===== src/hw/timestamp_pkg.sv =====
package timestamp_pkg;

  // ****************************************************************
  // Timing
  // ****************************************************************
  localparam int unsigned CLK_PERIOD_NS  = 50;       // 20 MHz system clock
  localparam int unsigned TICK_PERIOD_NS = 25000;    // Nominal tick, 25 us
  localparam int unsigned PULSE_NS       = 75000;    // Pin pulse, 75 us
  localparam int unsigned EARLY_NS       = 6400000;  // Warning lead, 6.4 ms

  // Tick and pulse cycle counts round down, never below one cycle
  localparam int unsigned TICK_CYCLES  = (TICK_PERIOD_NS / CLK_PERIOD_NS < 1) ? 1 :
                                         TICK_PERIOD_NS / CLK_PERIOD_NS;
  localparam int unsigned PULSE_CYCLES = (PULSE_NS / CLK_PERIOD_NS < 1) ? 1 :
                                         PULSE_NS / CLK_PERIOD_NS;
  localparam int unsigned EARLY_TICKS  = EARLY_NS / TICK_PERIOD_NS;

  // ****************************************************************
  // Rate trim: factor (1 + 0.0015*trim) = (TRIM_DEN + TRIM_NUM*trim) / TRIM_DEN
  // ****************************************************************
  localparam int unsigned TRIM_DEN    = 2000;
  localparam int unsigned TRIM_NUM    = 3;
  localparam int unsigned PHASE_LIMIT = TICK_CYCLES * TRIM_DEN;
  localparam int unsigned PHASE_W     = 21;

  // Base output rate is the tick rate divided by six (40000/6 = 6667 Hz)
  localparam logic [2:0] BASE_DIV_LAST = 3'h5;
  localparam int unsigned RATE_CODES   = 10;  // Coefficients 512 down to 1

  // ****************************************************************
  // Count limits and reset values
  // ****************************************************************
  localparam logic [31:0] COUNT_RESET = 32'h0000_0000;
  localparam logic [31:0] COUNT_MAX   = 32'hffff_ffff;
  localparam logic [31:0] COUNT_WARN  = COUNT_MAX - 32'(EARLY_TICKS) + 32'h0000_0001;
  localparam logic [7:0]  CLEAR_MAGIC = 8'haa;

  // ****************************************************************
  // Register selects on the byte port
  // ****************************************************************
  localparam logic [2:0] SEL_COUNT_BYTE0 = 3'h0;
  localparam logic [2:0] SEL_COUNT_BYTE1 = 3'h1;
  localparam logic [2:0] SEL_COUNT_BYTE2 = 3'h2;
  localparam logic [2:0] SEL_COUNT_BYTE3 = 3'h3;
  localparam logic [2:0] SEL_ALL_EVENT   = 3'h4;
  localparam logic [2:0] SEL_TRIM        = 3'h5;
  localparam int unsigned EVENT_FLAG_BIT = 7;  // Flag position in event source byte

  // ****************************************************************
  // Carriers
  // ****************************************************************
  typedef struct packed {
    logic       wr;
    logic       rd;
    logic [2:0] sel;
    logic [7:0] wdata;
  } reg_access_t;

  typedef struct packed {
    logic        valid;
    logic [31:0] stamp;
  } stamp_word_t;

endpackage


===== src/hw/timestamp_counter.sv =====
`timescale 1ns/1ps
module timestamp_counter (
  // Clock and reset
  input  wire logic                       clock,
  input  wire logic                       nrst,
  // Control bits
  input  wire logic                       timestamp_en,
  input  wire logic                       accel_power_down,
  input  wire logic                       gyro_power_down,
  input  wire logic                       overrun_route_pin2,
  input  wire logic                       batch_stamp_en,
  input  wire logic [3:0]                 output_rate,
  // Factory trim value
  input  wire logic [7:0]                 rate_trim,
  // Byte register port
  input  wire timestamp_pkg::reg_access_t reg_access,
  output logic [7:0]                      reg_rdata,
  output logic                            reg_rvalid,
  // Status and events
  output logic [31:0]                     count_value,
  output logic [7:0]                      rate_trim_reg,
  output logic                            near_overrun_flag,
  output logic                            irq_pin2,
  output logic                            rate_tick,
  // FIFO feed
  output timestamp_pkg::stamp_word_t      fifo_stamp
);

  // ****************************************************************
  // Run control
  // ****************************************************************
  logic        running;
  logic        clear_req;
  logic        read_event;
  logic        read_byte0;

  // Frozen when disabled or when both sensors sleep
  assign running    = timestamp_en && !(accel_power_down && gyro_power_down);
  assign clear_req  = reg_access.wr && (reg_access.sel == timestamp_pkg::SEL_COUNT_BYTE2)
                      && (reg_access.wdata == timestamp_pkg::CLEAR_MAGIC);
  assign read_event = reg_access.rd && (reg_access.sel == timestamp_pkg::SEL_ALL_EVENT);
  assign read_byte0 = reg_access.rd && (reg_access.sel == timestamp_pkg::SEL_COUNT_BYTE0);

  // ****************************************************************
  // Trimmed tick generator
  // ****************************************************************
  logic [timestamp_pkg::PHASE_W-1:0] phase_q;
  logic [timestamp_pkg::PHASE_W-1:0] phase_d;
  logic [timestamp_pkg::PHASE_W-1:0] phase_step;
  logic [timestamp_pkg::PHASE_W-1:0] phase_sum;
  logic                              tick;

  // Step is TRIM_DEN + TRIM_NUM*trim; signed trim kept in range 1616..2381
  assign phase_step = timestamp_pkg::PHASE_W'(signed'(timestamp_pkg::TRIM_DEN)
                      + signed'(timestamp_pkg::TRIM_NUM) * signed'(rate_trim));
  assign phase_sum  = phase_q + phase_step;
  assign tick       = running
                      && (phase_sum >= timestamp_pkg::PHASE_W'(timestamp_pkg::PHASE_LIMIT));
  assign phase_d    = !running ? phase_q :
                      tick ? phase_sum - timestamp_pkg::PHASE_W'(timestamp_pkg::PHASE_LIMIT) :
                      phase_sum;

  // Fractional accumulator keeps the average period exact without a divider
  always_ff @(posedge clock or negedge nrst) begin
    if (!nrst) begin
      phase_q <= '0;
    end else if (clear_req) begin
      phase_q <= '0;
    end else begin
      phase_q <= phase_d;
    end
  end

  // ****************************************************************
  // Timestamp counter
  // ****************************************************************
  logic [31:0] count_q;
  logic [31:0] count_d;
  logic        warn_hit;

  // Natural 32-bit overflow wraps FFFFFFFF to zero
  assign count_d  = clear_req ? timestamp_pkg::COUNT_RESET :
                    tick ? count_q + 32'h0000_0001 : count_q;
  assign warn_hit = tick && (count_d == timestamp_pkg::COUNT_WARN);

  always_ff @(posedge clock or negedge nrst) begin
    if (!nrst) begin
      count_q <= timestamp_pkg::COUNT_RESET;
    end else begin
      count_q <= count_d;
    end
  end

  // Visible copy of the live count
  always_ff @(posedge clock or negedge nrst) begin
    if (!nrst) begin
      count_value <= timestamp_pkg::COUNT_RESET;
    end else begin
      count_value <= count_d;
    end
  end

  // ****************************************************************
  // Read snapshot
  // ****************************************************************
  logic [31:0] snap_q;
  logic [31:0] snap_d;
  logic [7:0]  snap_bytes [4];

  // Byte0 read captures all four bytes so a burst never mixes two counts
  assign snap_d = read_byte0 ? count_q : snap_q;

  always_ff @(posedge clock or negedge nrst) begin
    if (!nrst) begin
      snap_q <= timestamp_pkg::COUNT_RESET;
    end else begin
      snap_q <= snap_d;
    end
  end

  // Byte lanes, byte3 most significant
  for (genvar i = 0; i < 4; i++) begin : g_lane
    assign snap_bytes[i] = (i == 0) ? count_q[7:0] : snap_q[8*i +: 8];
  end

  // ****************************************************************
  // Near-overrun flag
  // ****************************************************************
  logic flag_d;

  // A warning landing on the clearing read wins over the clear
  assign flag_d = warn_hit ? 1'b1 : read_event ? 1'b0 : near_overrun_flag;

  always_ff @(posedge clock or negedge nrst) begin
    if (!nrst) begin
      near_overrun_flag <= 1'b0;
    end else begin
      near_overrun_flag <= flag_d;
    end
  end

  // ****************************************************************
  // Read data
  // ****************************************************************
  logic [7:0] rdata_d;

  // Event source read shows the flag before its clear takes effect
  assign rdata_d = (reg_access.sel == timestamp_pkg::SEL_COUNT_BYTE0) ? snap_bytes[0] :
                   (reg_access.sel == timestamp_pkg::SEL_COUNT_BYTE1) ? snap_bytes[1] :
                   (reg_access.sel == timestamp_pkg::SEL_COUNT_BYTE2) ? snap_bytes[2] :
                   (reg_access.sel == timestamp_pkg::SEL_COUNT_BYTE3) ? snap_bytes[3] :
                   (reg_access.sel == timestamp_pkg::SEL_ALL_EVENT)
                     ? 8'(near_overrun_flag) << timestamp_pkg::EVENT_FLAG_BIT :
                   (reg_access.sel == timestamp_pkg::SEL_TRIM) ? rate_trim_reg :
                   8'h00;

  always_ff @(posedge clock or negedge nrst) begin
    if (!nrst) begin
      reg_rdata  <= 8'h00;
      reg_rvalid <= 1'b0;
    end else begin
      reg_rdata  <= reg_access.rd ? rdata_d : reg_rdata;
      reg_rvalid <= reg_access.rd;
    end
  end

  // Trim is sampled every cycle; it is a static factory value
  always_ff @(posedge clock or negedge nrst) begin
    if (!nrst) begin
      rate_trim_reg <= 8'h00;
    end else begin
      rate_trim_reg <= rate_trim;
    end
  end

  // ****************************************************************
  // Pin2 pulse
  // ****************************************************************
  logic [10:0] pulse_cnt_q;
  logic [10:0] pulse_cnt_d;
  logic        pulse_start;

  assign pulse_start = warn_hit && overrun_route_pin2;
  assign pulse_cnt_d = pulse_start ? 11'(timestamp_pkg::PULSE_CYCLES) :
                       (pulse_cnt_q != 11'h000) ? pulse_cnt_q - 11'h001 : 11'h000;

  // Counter is loaded then drained, so the pin stays high PULSE_CYCLES cycles
  always_ff @(posedge clock or negedge nrst) begin
    if (!nrst) begin
      pulse_cnt_q <= 11'h000;
      irq_pin2    <= 1'b0;
    end else begin
      pulse_cnt_q <= pulse_cnt_d;
      irq_pin2    <= (pulse_cnt_d != 11'h000);
    end
  end

  // ****************************************************************
  // Output data rate divider
  // ****************************************************************
  logic [2:0] base_cnt_q;
  logic [2:0] base_cnt_d;
  logic       base_tick;
  logic [8:0] prescale_q;
  logic [8:0] prescale_d;
  logic [8:0] rate_mask;
  logic       rate_hit;

  // Base rate is the trimmed tick over six, so the trim carries through
  assign base_tick  = tick && (base_cnt_q == timestamp_pkg::BASE_DIV_LAST);
  assign base_cnt_d = !tick ? base_cnt_q :
                      (base_cnt_q == timestamp_pkg::BASE_DIV_LAST) ? 3'h0 : base_cnt_q + 3'h1;
  assign prescale_d = base_tick ? prescale_q + 9'h001 : prescale_q;
  // Code 0 selects coefficient 512, code 9 selects 1; codes above 9 act as 9
  assign rate_mask  = (output_rate >= 4'(timestamp_pkg::RATE_CODES)) ? 9'h000 :
                      9'h1ff >> output_rate;
  assign rate_hit   = base_tick && ((prescale_q & rate_mask) == rate_mask);

  always_ff @(posedge clock or negedge nrst) begin
    if (!nrst) begin
      base_cnt_q <= 3'h0;
      prescale_q <= 9'h000;
      rate_tick  <= 1'b0;
    end else begin
      base_cnt_q <= base_cnt_d;
      prescale_q <= prescale_d;
      rate_tick  <= rate_hit;
    end
  end

  // ****************************************************************
  // FIFO batching
  // ****************************************************************
  // One stamp per output rate tick, matching the sensor samples it goes with
  always_ff @(posedge clock or negedge nrst) begin
    if (!nrst) begin
      fifo_stamp <= '0;
    end else begin
      fifo_stamp.valid <= rate_hit && batch_stamp_en;
      fifo_stamp.stamp <= (rate_hit && batch_stamp_en) ? count_d : fifo_stamp.stamp;
    end
  end

endmodule


===== config.mk =====
export PLATFORM = sky130hd
export DESIGN_NAME = timestamp_counter
export DESIGN_NICKNAME = d
export VERILOG_FILES = /design/src/hw/timestamp_pkg.sv /design/src/hw/timestamp_counter.sv
export SDC_FILE = /design/constraint.sdc
export NUM_CORES = 1
export LEC_CHECK = 0
export BUFFER_PORTS_ARGS = -buffer_cell sky130_fd_sc_hd__buf_2
export CORE_MARGIN = 2
export CORE_UTILIZATION = 35
export DETAILED_ROUTE_END_ITERATION = 12
export GPL_TIMING_DRIVEN = 0
export PLACE_DENSITY = 0.53
export SLEW_MARGIN = 20
export SYNTH_ARGS = -nofsm -noshare
export SYNTH_HDL_FRONTEND = slang
export SYNTH_SLANG_ARGS = --single-unit

===== constraint.sdc =====
create_clock -name clock -period 4.8 [get_ports clock]
set_input_delay 0.24 -clock clock [delete_from_list [all_inputs] [get_ports clock]]
set_output_delay 0.24 -clock clock [all_outputs]
set_load 0.05 [all_outputs]

==> metrics.log <==
[metrics] category of the worst setup path launch point: input pin
[metrics] TritonCTS clock tree: built
[metrics] FFs w/ async S/R, synth: 100%
[metrics] most area-hungry cell type in the Yosys netlist: dfrtp_1
[metrics] transition time of the tightest slew-check pin: 0.807 ns
[metrics] outcome: complete, but fails checks
[metrics] highest fanout seen on the critical path: 7
[metrics] final weighted congestion of routability-driven global placement: 0.927
[metrics] post-synth design cell area: 9160 sq um
[metrics] Adder-Cell Fraction of Synth Area: 5.57%
[metrics] area growth from synthesis to layout: 34.5%
[metrics] Worst-Skew Late Latency: 0.42 ns
[metrics] CTS Root Cell: clkbuf_16
[metrics] final core occ: 47.5%
[metrics] Syn. warnings: 0
[metrics] most used standard cell by instance count after synthesis: dfrtp_1
[metrics] number of instances in the synthesized netlist: slightly above 900
[metrics] drt pass-1 iters: 7
[metrics] remaining max-slew budget at the tightest pin: 46.1%
[metrics] post-detailed-route DRC marker count: 0
[metrics] Biggest register: fifo_stamp
[metrics] Core Region: 25,900 sq um
[metrics] Post-Synth Simple-Gate Area: 17.9%
[metrics] number of violations of the max-capacitance limit: 0
[metrics] required time of the critical path: around 5.2 ns
[metrics] post-CTS clock slew at the launch and capture registers of the worst setup and hold paths: 0.07 ns
[metrics] number of cells in the finished layout apart from fillers: roughly 1.5k
[metrics] final number of hold-violating endpoints: 0
[metrics] detailed-route wire length per cell: 18.6 microns
[metrics] width of the die: 166 microns
[metrics] Pleak: between 5 and 6 nW
[metrics] critical path data arrival time: ~5.4 ns
[metrics] mux cell area share after synthesis: under 10%
[metrics] global-route wire length before repair: 42,900 microns
[metrics] hold path cells: 1
[metrics] registers with the highest flip-flop counts: fifo_stamp x33, count_value x32, snap_q x24
[metrics] share of the yosys chip area belonging to registers: 41.8%
[metrics] area taken by multi-input logic gates: 5810 sq um
[metrics] shortest clock period the worst path allows after layout: 5.08 ns
[metrics] Fmax: 0.197 GHz
[metrics] placed instance count: 1,382
[metrics] largest net degree at the start of global routing: 61
[metrics] share of post-route cells with drive strength above 1: 35.6%
[metrics] Max Root-Sink Buffers: 2
[metrics] total wire length: 27,300 microns
[metrics] violated checks: negative setup slack
[metrics] antenna diode instance count: 0
[metrics] Worst path max stage delay: about 0.49 ns
[metrics] Worst IR Drop VDD: around 0.25 mV
[metrics] HPWL after detailed placement: roughly 20,000 microns
[metrics] area fraction of the dominant cell type after synthesis: a little over two fifths
[metrics] Iter 0 DRT Violations: 507
[metrics] CTS H-Tree Depth: 4
[metrics] hold_ws: 0.0141 ns
[metrics] area used by sequential logic in the layout: 3830 sq um
[metrics] Netlist cell types: 79
[metrics] Nets: 1,187
[metrics] Top Ports: approximately 120
[metrics] synthesized-area fraction occupied by ao, oa, aoi and oai cells: 14.8%
[metrics] Inserted Clock Buffers: 17
[metrics] top cells by area in the synthesized netlist: dfrtp_1, mux2_2, ha_1, a21oi_1, xnor2_1
[metrics] initial antenna violation count: 0
[metrics] count of final setup violators: 45
[metrics] net count of the mapped netlist: 1,000
[metrics] top cells by count, synth: dfrtp_1, nand2_1, nor2_1
[metrics] cells on worst reg2reg path: 19
[metrics] final standard cell area without fillers: 12,300 sq um
[metrics] leftover overflow at the end of global routing: 0
[metrics] xor and xnor fraction of the mapped netlist area: 6.50%
[metrics] DR vias/cell: 5.40
[metrics] slack of the critical path: -0.282 ns
[metrics] cell area power density: 474 nW/um^2
[metrics] DP Area: 10,600 sq um
[metrics] post-route total power: 5.83 mW
[metrics] number of flip-flops under the largest register name: 33
[metrics] Yosys reg bits: between 150 and 200
[metrics] count of vias placed by the detailed router: 7,910
[metrics] largest family of logic cells by synthesized area: simple AND/OR/NAND/NOR gates
[metrics] Synth Flop Type: dfrtp_1
[metrics] class of the most critical setup path: input pin to register
[metrics] Worst path slowest cell: or4_4
[metrics] Synth Area per Inst: 9.86 sq um
[metrics] Tot GR Track Use: 19.5%
[metrics] worst-case clock skew: 0.0110 ns
[metrics] port bufs: 116
[metrics] Die Outline Area: 27,500 sq um
[metrics] Filler Cells Inserted: 2,446
[metrics] unrepaired setup endpoints after global routing: yes
[metrics] final clock period utilization by the worst path: 106%
[metrics] number of global-route vias before repair: 7,670
[metrics] class of the worst hold path: input pin to register
[metrics] sink count of the clock tree: 153
[metrics] Final Max Slew Viols: 0
[metrics] die height: 166 microns
[metrics] number of flops mapped to enable cells by yosys: 0
[metrics] effective utilization at floorplan: 35.3%
[metrics] Site Rows: 59
[metrics] crit path capture type: register
[metrics] final antenna-violating net count: 0
metrics by stage:
step                      worst slack, ns  TNS [ns]
after detailed placement            -1.47   -109.74
after CTS                          -0.205     -7.46
after floorplan                    -0.248     -9.13
after global placement              -1.42   -105.06
final                              -0.282     -7.70
after global routing               -0.410    -16.24
repair_timing:
item | CTS | global route
gates resized for setup | 61 | 84
gates cloned | 1 | 4
hold endpoints to repair | 48 | 0
pin swaps | 39 | 45
setup endpoints to repair | 106 | 88
hold buffers | 8 | 0
setup buffers | 26 | 16
cell families after synthesis:
kind of cell    after synthesis
mux                          72
fa+ha+maj                    39
compound gates              202
xor+xnor                     68
buf+inv                      81
simple gates                314
flops                       153
power by group:
part / internal (mW) / switching, mW / total (mW)
registers: 1.43 / 0.170 / 1.60
clock network: 0.892 / 0.587 / 1.48
logic: 1.20 / 1.56 / 2.75
total: 3.52 / 2.31 / 5.83
layout make-up:
class                   count  share of cell area [%]
clock buffers              19                    3.60
well taps                 335                    3.40
repair buffers            170                    9.57
clock inverters            13                    1.54
flip-flops and latches    153                    31.1
multi-input cells         695                    47.2
plain buffers              48                    2.64
inverters                  31                    1.01
final timing paths:
path	startpoint	to	slack, ns
worst max-delay path	rate_trim[3]	near_overrun_flag	-0.28
worst min-delay path	rate_trim[6]	rate_trim_reg[6]	0.01
worst max register to register	phase_q[0]	near_overrun_flag	0.15
worst min register to register	prescale_q[8]	prescale_q[8]	0.47
max in group asynchronous	nrst	fifo_stamp[10]	3.59
min in group asynchronous	nrst	irq_pin2	0.29
cells in the final DEF, fill, tap and decap left out, drive strengths merged, types with 10 or more instances in the layout:
cell type	count
or3	13
a21o	13
dfrtp	153
nor4	10
and3	22
nand4	21
clkbuf	52
and2	14
nor2	70
xnor2	35
xor2	33
a21oi	67
inv	35
nor2b	10
a31oi	10
o21ai	39
ha	36
mux2	57
nand2	70
nor3	19
nand3	34
buf	177
layer usage:
layer	GRT usage, %	vias to the layer above	share of wire [%]
li1	-	3757	-
met1	29.6	3928	50
met2	29.2	205	44
met3	3.22	20	4.9
met4	3.93	0	1.0
met5	0	-	0
critical path, delay by kind of cell:
family          cells  cell delay, ns
compound gates      8            1.44
xor+xnor            1            0.15
fa+ha+maj           5            1.12
buf+inv             8            0.88
simple gates        6            1.60
Note: power is estimated with default switching activity, not from simulation.
